<file path="src/rtl/mdu_pkg.sv">
// shared constants and types of the multiply/divide unit
package mdu_pkg;
   // **********************************************************
   // register select codes
   // **********************************************************
   localparam logic [2:0] MDU_SEL_B0 = 3'h0;
   localparam logic [2:0] MDU_SEL_B1 = 3'h1;
   localparam logic [2:0] MDU_SEL_B2 = 3'h2;
   localparam logic [2:0] MDU_SEL_B3 = 3'h3;
   localparam logic [2:0] MDU_SEL_B4 = 3'h4;
   localparam logic [2:0] MDU_SEL_B5 = 3'h5;
   localparam logic [2:0] MDU_SEL_STATUS = 3'h6;
   localparam int MDU_NUM_DATA = 6;
   // **********************************************************
   // status register layout
   // **********************************************************
   localparam int MDU_ERR_BIT = 7;
   localparam int MDU_OVF_BIT = 6;
   // **********************************************************
   // timing in system clock periods
   // **********************************************************
   localparam logic [4:0] MDU_CYC_DIV32 = 5'h11;
   localparam logic [4:0] MDU_CYC_DIV16 = 5'h09;
   localparam logic [4:0] MDU_CYC_MUL = 5'h0B;
   localparam logic [15:0] MDU_HALF_MAX = 16'hFFFF;
   typedef enum logic [1:0] {MDU_OP_NONE, MDU_OP_DIV32, MDU_OP_DIV16, MDU_OP_MUL} mdu_op_e;
endpackage : mdu_pkg

</file>
<file path="src/rtl/mdu_if.sv">
// byte register bus between core and multiply/divide unit
`timescale 1ns/10ps
interface mdu_if;
   logic wr;
   logic rd;
   logic [2:0] sel;
   logic [7:0] wdata;
   logic [7:0] rdata;
   logic busy;
   modport device (input wr, input rd, input sel, input wdata, output rdata, output busy);
   modport host (output wr, output rd, output sel, output wdata, input rdata, input busy);
endinterface : mdu_if

</file>
<file path="src/rtl/mdu_core.sv">
// multiply/divide unit: device end of the byte register bus
//
// Contract
// RULE1 - host writes low byte before high byte
// RULE2 - start only on byte5 completing valid order
// RULE3 - gaps between sequence writes are tolerated
// RULE4 - writes 0..5 ascending select 32/16 divide
// RULE5 - writes 0,1,4,5 select 16/16 divide
// RULE6 - writes 0,4,1,5 select 16x16 multiply
// RULE7 - takes 17, 9 or 11 clocks
// RULE8 - host leaves data bytes alone while busy
// RULE9 - host checks status before reading results
// RULE10 - results read in fixed order, gaps allowed
// RULE11 - long divide: quotient 0..3, remainder 4..5
// RULE12 - short divide: quotient 0..1, remainder 4..5
// RULE13 - multiply: product bytes 0..3, low first
// RULE14 - no sleep before computation completes
// RULE15 - access while busy sets error, status read clears
// RULE16 - overflow updated on completion each operation; the unit updates it at launch instead
// RULE17 - bad order launches nothing; byte0 restarts tracking
`timescale 1ns/10ps
module mdu_core
   import mdu_pkg::*;
(
   input wire logic mclk,
   input wire logic arst_n,
   mdu_if.device bus
);
   import mdu_pkg::*;

   // **********************************************************
   // sequence tracking
   // **********************************************************
   // history of data writes since the last byte0 write, one code per step
   logic [2:0] step_q, step_d;
   logic [2:0] h1_q, h2_q, h3_q, h4_q;
   logic [7:0] data_q [MDU_NUM_DATA];
   logic [4:0] cnt_q;
   logic busy_q;
   mdu_op_e op_q;
   logic err_q;
   logic ovf_q;
   logic [7:0] rdata_q;
   logic [31:0] res_lo_q;
   logic [15:0] res_hi_q;

   wire data_sel = (bus.sel <= MDU_SEL_B5);
   wire data_wr = bus.wr && data_sel && !busy_q;
   wire data_acc = (bus.wr || bus.rd) && data_sel;
   wire stat_rd = bus.rd && (bus.sel == MDU_SEL_STATUS);
   wire [2:0] s = bus.sel;

   // RULE4 ascending six writes
   wire seq_div32 = (step_q == 3'h5) && h1_q == MDU_SEL_B1 && h2_q == MDU_SEL_B2
                    && h3_q == MDU_SEL_B3 && h4_q == MDU_SEL_B4;
   // RULE5 byte0, byte1, byte4, byte5
   wire seq_div16 = (step_q == 3'h3) && h1_q == MDU_SEL_B1 && h2_q == MDU_SEL_B4;
   // RULE6 byte0, byte4, byte1, byte5
   wire seq_mul = (step_q == 3'h3) && h1_q == MDU_SEL_B4 && h2_q == MDU_SEL_B1;
   // RULE2 launch only on byte5 write closing a match
   // RULE17 anything else falls through with no launch
   wire launch = data_wr && (s == MDU_SEL_B5) && (seq_div32 || seq_div16 || seq_mul);
   wire [4:0] launch_cyc = seq_div32 ? MDU_CYC_DIV32 : (seq_div16 ? MDU_CYC_DIV16 : MDU_CYC_MUL);
   wire mdu_op_e launch_op = seq_div32 ? MDU_OP_DIV32 : (seq_div16 ? MDU_OP_DIV16 : MDU_OP_MUL);

   // RULE17 byte0 restarts; overflow of history marks the sequence dead
   always_comb begin
      step_d = step_q;
      if (data_wr) begin
         if (s == MDU_SEL_B0) begin
            step_d = 3'h1;
         end else if (step_q != 3'h0 && step_q != 3'h7) begin
            step_d = step_q + 3'h1;
         end
      end
      if (launch) begin
         step_d = 3'h0;
      end
   end

   // RULE3 only data writes advance the history
   always_ff @(posedge mclk or negedge arst_n) begin
      if (!arst_n) begin
         step_q <= 3'h0;
         h1_q <= 3'h7;
         h2_q <= 3'h7;
         h3_q <= 3'h7;
         h4_q <= 3'h7;
      end else begin
         step_q <= step_d;
         if (data_wr) begin
            if (step_q == 3'h1) h1_q <= s;
            if (step_q == 3'h2) h2_q <= s;
            if (step_q == 3'h3) h3_q <= s;
            if (step_q == 3'h4) h4_q <= s;
         end
      end
   end

   // **********************************************************
   // arithmetic
   // **********************************************************
   // result formed combinationally; the cycle count models the latency
   wire [31:0] dvd32 = {data_q[3], data_q[2], data_q[1], data_q[0]};
   wire [15:0] dvd16 = {data_q[1], data_q[0]};
   wire [15:0] dvs = {data_q[5], data_q[4]};
   wire [15:0] mcd = {data_q[1], data_q[0]};
   wire [15:0] d5 = {bus.wdata, data_q[4]};
   wire dvs_zero = (d5 == 16'h0000);
   wire [31:0] q32 = dvs_zero ? 32'h0000_0000 : dvd32 / {16'h0000, d5};
   wire [15:0] r32 = dvs_zero ? 16'h0000 : 16'(dvd32 % {16'h0000, d5});
   wire [15:0] q16 = dvs_zero ? 16'h0000 : dvd16 / d5;
   wire [15:0] r16 = dvs_zero ? 16'h0000 : dvd16 % d5;
   wire [31:0] prod = mcd * d5;
   wire prod_big = (prod > {16'h0000, MDU_HALF_MAX});
   wire [31:0] launch_lo = seq_div32 ? q32 : (seq_div16 ? {16'h0000, q16} : prod);
   wire [15:0] launch_hi = seq_div32 ? r32 : (seq_div16 ? r16 : dvs);

   // **********************************************************
   // latency counter
   // **********************************************************
   // the counter holds the full period so busy stands exactly that many clocks
   wire cnt_last = busy_q && (cnt_q == 5'h01);

   // RULE7 latency loaded from the matched operation
   always_ff @(posedge mclk or negedge arst_n) begin
      if (!arst_n) begin
         busy_q <= 1'b0;
         cnt_q <= 5'h00;
         op_q <= MDU_OP_NONE;
      end else if (launch) begin
         busy_q <= 1'b1;
         cnt_q <= launch_cyc;
         op_q <= launch_op;
      end else if (busy_q) begin
         busy_q <= !cnt_last;
         cnt_q <= cnt_q - 5'h01;
      end
   end

   // computed in one step at launch; the counter alone provides the latency
   always_ff @(posedge mclk or negedge arst_n) begin
      if (!arst_n) begin
         ovf_q <= 1'b0;
         res_lo_q <= 32'h0000_0000;
         res_hi_q <= 16'h0000;
      end else if (launch) begin
         // RULE16 overflow for product or zero divisor
         ovf_q <= (seq_mul ? prod_big : dvs_zero);
         res_lo_q <= launch_lo;
         res_hi_q <= launch_hi;
      end
   end

   // **********************************************************
   // data bytes
   // **********************************************************
   // mul keeps its multiplier bytes, div16 the untouched bytes 2 and 3
   wire put_quot_hi = cnt_last && (op_q != MDU_OP_DIV16);
   wire put_rem = cnt_last && (op_q != MDU_OP_MUL);

   // RULE11 RULE12 RULE13 results placed low byte first
   always_ff @(posedge mclk or negedge arst_n) begin
      if (!arst_n) begin
         for (int i = 0; i < MDU_NUM_DATA; i++) data_q[i] <= 8'h00;
      end else if (launch) begin
         data_q[MDU_SEL_B5] <= bus.wdata;
      end else if (cnt_last) begin
         data_q[MDU_SEL_B0] <= res_lo_q[7:0];
         data_q[MDU_SEL_B1] <= res_lo_q[15:8];
         if (put_quot_hi) begin
            data_q[MDU_SEL_B2] <= res_lo_q[23:16];
            data_q[MDU_SEL_B3] <= res_lo_q[31:24];
         end
         if (put_rem) begin
            data_q[MDU_SEL_B4] <= res_hi_q[7:0];
            data_q[MDU_SEL_B5] <= res_hi_q[15:8];
         end
      end else if (data_wr) begin
         data_q[s] <= bus.wdata;
      end
   end

   // **********************************************************
   // status and read port
   // **********************************************************
   // RULE15 set on busy access wins over a same-cycle clear
   always_ff @(posedge mclk or negedge arst_n) begin
      if (!arst_n) begin
         err_q <= 1'b0;
      end else if (busy_q && data_acc) begin
         err_q <= 1'b1;
      end else if (stat_rd && !busy_q) begin
         err_q <= 1'b0;
      end
   end

   // RULE10 data reads outside busy have no side effect, so order and gaps are free
   wire [7:0] stat_byte = {err_q, ovf_q, 6'h00};
   wire [7:0] rd_mux = data_sel ? (busy_q ? 8'h00 : data_q[s])
                       : (bus.sel == MDU_SEL_STATUS ? stat_byte : 8'h00);
   always_ff @(posedge mclk or negedge arst_n) begin
      if (!arst_n) begin
         rdata_q <= 8'h00;
      end else if (bus.rd) begin
         rdata_q <= rd_mux;
      end
   end

   assign bus.rdata = rdata_q;
   assign bus.busy = busy_q;
endmodule : mdu_core

</file>
<file path="src/flat_wrapper.sv">
// flat-port wrapper written by rule: the top's interface ports become plain ports
module mdu_core_flat import mdu_pkg::*;
  (mclk, arst_n, bus_wr, bus_rd, bus_sel, bus_wdata, bus_rdata, bus_busy);
  mdu_if bus_i ();
  input wire logic mclk;
  input wire logic arst_n;
  input wire logic [$bits(bus_i.wr)-1:0] bus_wr;
  input wire logic [$bits(bus_i.rd)-1:0] bus_rd;
  input wire logic [$bits(bus_i.sel)-1:0] bus_sel;
  input wire logic [$bits(bus_i.wdata)-1:0] bus_wdata;
  output wire logic [$bits(bus_i.rdata)-1:0] bus_rdata;
  output wire logic [$bits(bus_i.busy)-1:0] bus_busy;
  assign bus_i.wr = bus_wr;
  assign bus_i.rd = bus_rd;
  assign bus_i.sel = bus_sel;
  assign bus_i.wdata = bus_wdata;
  assign bus_rdata = bus_i.rdata;
  assign bus_busy = bus_i.busy;
  mdu_core u_core (.mclk(mclk), .arst_n(arst_n), .bus(bus_i));
endmodule
</file>
<file path="config.mk">
export PLATFORM = sky130hd
export DESIGN_NAME = mdu_core_flat
export DESIGN_NICKNAME = d
export VERILOG_FILES = /design/src/rtl/mdu_pkg.sv /design/src/rtl/mdu_if.sv /design/src/rtl/mdu_core.sv /design/src/flat_wrapper.sv
export SDC_FILE = /design/constraint.sdc
export NUM_CORES = 2
export LEC_CHECK = 0
export ABC_AREA = 1
export BUFFER_PORTS_ARGS = -buffer_cell sky130_fd_sc_hd__clkbuf_2
export CAP_MARGIN = 20
export CORE_ASPECT_RATIO = 0.6
export CORE_MARGIN = 2
export CORE_UTILIZATION = 45
export DETAILED_ROUTE_END_ITERATION = 6
export PLACE_DENSITY = 0.68
export SYNTH_ARGS = -nofsm -noshare
export SYNTH_HDL_FRONTEND = slang
export SYNTH_SLANG_ARGS = --single-unit
</file>
<file path="constraint.sdc">
create_clock -name mclk -period 100.3 [get_ports mclk]
set_clock_uncertainty 0.05 [all_clocks]
set_input_delay 0 -clock mclk [delete_from_list [all_inputs] [get_ports mclk]]
set_output_delay 0 -clock mclk [all_outputs]
set_load 0.005 [all_outputs]
</file>
Word-level counts from Yosys, hierarchy flattened. Index checks and enable logic that the tools add are counted.

Bits in registers: 129. Input port bits: 15. Output and inout bits: 9. Logic and storage cells: 134.

Add/subtract/negate cells: 2. Multipliers: 1. Div/mod/pow operators: 4. Order comparisons: 4. Eq/ne operators: 21. Mux-type cells: 37. Bitwise logic cells: 2. Reduce and logical (&&, ||, !) cells: 44.

Operators by type and width (count): two-way mux 16 bit (7); two-way mux 32 bit (3); two-way mux 48 bit (2); two-way mux 8 bit (7); bitwise mux 48 bit (1); divider 32 x 16 -> 32 bit (1); greater-than comparator 32 x 16 -> 1 bit, second input constant (1); remainder unit 32 x 16 -> 32 bit (1); multiplier 16 x 16 -> 32 bit (1); binary-select mux 8 bit (select 3 bit) (1); demux 8 bit (select 3 bit) (1); equality test 3 bit, second input constant (7); logical AND 1 bit (21); divider 16 x 16 -> 16 bit (1); zero test 16 bit (1); remainder unit 16 x 16 -> 16 bit (1); two-way mux 5 bit (3); AND reduction 2 bit (7); equality test 3 x 2 -> 1 bit, second input constant (4); two-way mux 3 bit (4); equality test 3 x 1 -> 1 bit, second input constant (3); nonzero test 3 bit (3); inequality test 2 bit, second input constant (4); nonzero test 2 bit (4); 16 further kinds (26).

Logic depth before layout (Yosys ltp).
Word-level depth: 10. Mapped depth: 673. Gate-level depth less buffers: 631.

Worst setup path before layout. OpenSTA, ideal clock, no wires.

Kind: reg2reg. Start: register u_core.data_q, in the netlist u_core.d5[0]. End: register u_core.res_hi_q[15]. Setup time: 0.118 ns. Data arrival time: 82.431 ns. Required time: 100.132 ns. Slack: 17.702 ns. Cell stages (with the launch flop): 641. Path buffers: 43. Clock period less this slack: 82.598 ns. Cells stage by stage: dfrtp_1 -> inv_1 -> ha_1 -> inv_1 -> nor2_1 -> nand2_1 -> nor2_1 -> nand2_1 -> nor2_1 -> nand2_1 -> nand3_1 -> nand2_1 -> ha_1 -> nand2_1 -> nand2_1 -> nand3_1 -> a21oi_2 -> nand2_1 -> (+605 left out) -> nand3_1 -> nand2_1 -> a221o_1 -> a221o_1 -> a21oi_1 -> o21ai_0 -> a211o_1 -> a21oi_1 -> nand2_1 -> nor2_1 -> nand2_1 -> nor2_2 -> buf_4 -> nand3_1 -> nand3_1 -> nand2_1 -> nand2_1 -> nand2_1.

Longest elaborated chain between the ends: 4. Elaborated cells on any way between the ends: 7. Those cells by class: 2 x div; 4 x mux; 1 x reduce/logical.

Ends and longest elaborated chain: start: declaration (RTL line mdu_core.sv:37) `logic [7:0] data_q [MDU_NUM_DATA];`; start signal: indexed assignment (RTL line mdu_core.sv:167) `data_q[MDU_SEL_B5] <= bus.wdata;`; start signal: indexed assignment (RTL line mdu_core.sv:169) `data_q[MDU_SEL_B0] <= res_lo_q[7:0];`; start signal: indexed assignment (RTL line mdu_core.sv:170) `data_q[MDU_SEL_B1] <= res_lo_q[15:8];`; parallel branches: the longest is 3 deep, another holds remainder unit 32 x 16 -> 32 bit; two-way mux 16 bit (*) (RTL line mdu_core.sv:117) `wire [15:0] launch_hi = seq_div32 ? r32 : (seq_div16 ? r16 : dvs);`; end signal: assignment (RTL line mdu_core.sv:151) `res_hi_q <= launch_hi;`; end: declaration (RTL line mdu_core.sv:45) `logic [15:0] res_hi_q;`.

Every way passes the cells marked *. A chain may end at the register's enable or synchronous reset.

Final worst setup path.
Start: register u_core.data_q, in the netlist u_core.d5[6]. End: register u_core.res_hi_q[6].

Same word-level chain as after synthesis.

==> metrics.txt <==
syn nets=7661; number of synthesized flops with an enable pin=0; Final ANT Viol Nets=0; Critical Path Most Common Cell=nand2_1; Top FF cell, synth=dfrtp_1; clock latency at the later pin of the worst-skew pair=520 ps; clock-pin slew on the worst setup and hold paths=70 ps; routed vias/inst=5.65; top cell type's share of synthesized area=18.1%; crit share post-route=90.1%; Mean Syn Cell Area=6.52 sq um; H-tree depth=4; CP Capture Type=register; synthesized instance count=6809; Root Buffer=clkbuf_16; final WL=154 mm; CTS sink count=129; Critical Path RT=100620 ps; Initial Utilization=45.3%; Inserted Clock Buffers=25; vias=45600; DRC violations left=0; TritonRoute pass-1 iters=6; Clock Path Buffers=3; Final Non-Filler Cells=8061; placer congestion estimate=1.03; worst relative slew slack=20.4%; register area share after synthesis=7.30%; Die H=247 um; Layout Nets=7583; vias in the first global route=39900; first-pass GRT wire length=234 mm; Final Worst Setup Slack=9930 ps; pin count of the biggest net entering global routing=72; CP max-delay cell=dfrtp_2; gr usage total=29.5%; Arr. time, crit path=90680 ps; dpl cells=7984; top sig layer=met5; Fill cells=9920; Max Cap Viol=0; wire length on met1=76.3 mm; area delta synth->final=5.04%; DP Wirelength=123 mm; met3 wire length=21.0 mm; floorplan row count=89; Worst-Margin Slew=1180 ps; Port Buffer Count=23; initial antenna violation count=6; status=completed; Synthesis Warnings=0; layout cells sized above 1=7.54%; min Tclk post-route=90370 ps; synth top area cells=ha_1, nand2_1, fa_1, inv_1, dfrtp_1; Setup violations, final=0; DR iter-0 viols=5393; WS Path Type=reg -> reg; Unique masters post-synth=73; Min-Delay Path Class=in -> async; WL/cell=19.1 um; Slowest Stage Delay on Critical Path=580 ps; Final Hold Viols=0; CTS tree=yes; DP Worst Slack=6370 ps; die area=101000 sq um; CP Max Fanout=32; GRT overflow=0; Fin Hold WS=20.3 ps; core area=98100 sq um; Yosys top cell by area=ha_1; register bit total from synthesis=129; die width=410 um; routed wl met2=54.6 mm; fmax=0.0111 GHz; Post-synth ARST share=100%; CP startpoint kind=register; Ports=24; cell area after synthesis=44400 sq um; Slew Viols, Final=0
==> metrics by stage <==
| step | cell area, sq um | util [%] | setup TNS [ps] |
|---|---|---|---|
| floorplan | 44400 | - | 0 |
| global placement | 45500 | 46.4 | 0 |
| detailed placement | 45500 | 46.4 | 0 |
| CTS | 46300 | 47.2 | 0 |
| global route | 46700 | 47.6 | -438 |
| finish | 46700 | 47.6 | 0 |
==> kinds of logic after synthesis <==
family | after synthesis | synth area share (%)
and+or+nand+nor | 2698 | 27.4
AOI/OAI and AO/OA | 1369 | 17.8
buffers and inverters | 1341 | 12.1
xor gates and xnor gates | 431 | 8.50
muxes | 4 | 0.0929
DFF | 129 | 7.30
adders and majority gates | 837 | 26.9
==> path summary, 6_finish.rpt <==
kind                       slack, ps                   to  cells past startpoint           startpoint
setup / recovery                9930   u_core.res_hi_q[6]                    606         u_core.d5[6]
hold / removal                    20  u_core.res_hi_q[14]                      2               arst_n
setup reg to reg                9930   u_core.res_hi_q[6]                    606         u_core.d5[6]
hold reg to reg                  430  u_core.res_hi_q[12]                      2  u_core.res_hi_q[12]
max in group asynchronous      98730    u_core.data_q[27]                      3               arst_n
min in group mclk                300       u_core.h1_q[0]                      4           bus_sel[0]
==> cells in the mapped netlist, types with 14 or more instances <==
| cell type | n |
|---|---|
| nand3b_1 | 21 |
| o21ai_1 | 53 |
| buf_6 | 26 |
| a21oi_1 | 385 |
| nand4_1 | 73 |
| o21a_1 | 15 |
| xor2_1 | 265 |
| buf_4 | 16 |
| inv_1 | 1039 |
| o211ai_1 | 55 |
| a31oi_1 | 16 |
| dfrtp_1 | 117 |
| o31ai_1 | 28 |
| o221ai_1 | 22 |
| o21ai_0 | 530 |
| fa_1 | 196 |
| nor2_4 | 24 |
| inv_2 | 49 |
| xnor2_1 | 166 |
| nand2_2 | 46 |
| o22ai_1 | 49 |
| o21bai_1 | 65 |
| clkbuf_1 | 159 |
| nand2_4 | 14 |
| nand2_1 | 1643 |
| nand3_2 | 39 |
| buf_2 | 17 |
| nand3_1 | 344 |
| ha_1 | 641 |
| or2_2 | 52 |
| a22oi_1 | 20 |
| nor2_1 | 305 |
| a21o_1 | 70 |
| nor3_1 | 49 |
| nor2_2 | 28 |
==> layer usage <==
layer	vias up	global-route usage, %
met4	2	4.67
li1	22100	-
met5	-	0
met1	21000	47.4
met2	2305	37.6
met3	168	8.65
==> final cells by class <==
class | count | area, sq um | area share (%)
Multi-Input combinational cell | 5345 | 36000 | 77.1
Inverter | 1109 | 4220 | 9.05
Sequential cell | 129 | 3250 | 6.96
Tap cell | 1319 | 1650 | 3.54
Timing Repair Buffer | 115 | 843 | 1.81
Clock buffer | 30 | 684 | 1.47
Timing Repair inverter | 6 | 30.0 | 0.0644
Clock inverter | 3 | 13.8 | 0.0295
Antenna cell | 5 | 12.5 | 0.0268
==> state kept, by name, indices dropped and copies added (netlist names), 5 cells and up <==
register          count
u_core.data_q        40
u_core.res_lo_q      32
u_core.res_hi_q      16
u_core.bus.rdata      8
u_core.d5             8
u_core.cnt_q          5
==> worst max-delay path, delay by kind of cell, from the launching register on <==
family                   cells  cell delay (ps)
AO/OA/AOI/OAI              206            37600
adder cells (fa/ha/maj)     31             9890
buffers and inverters      132            12960
flip-flops                   1              580
AND/OR/NAND/NOR            237            28700
==> repair_timing <==
item	in CTS	in global routing
hold buffers	6	0
buffers inserted	0	21
gates resized for setup	0	43
hold endpoints to repair	91	0
setup endpoints to repair	0	18
==> cells in the final DEF (no fill, tap or decap), types with 52 or more instances in the layout <==
cell type / instances
a21oi_1: 383
a21o_1: 70
buf_4: 84
nand4_1: 73
o211ai_1: 55
o21ai_0: 519
nor2_1: 305
nand2_1: 1640
xnor2_1: 166
nand3_1: 339
ha_1: 641
or2_2: 52
inv_1: 1027
dfrtp_1: 115
o21ai_1: 63
o21bai_1: 65
inv_2: 54
fa_1: 196
xor2_1: 265
Power is left out: the tool's default activity adds up to more than one toggle a clock period on the data nets, which glitch-free logic cannot reach.
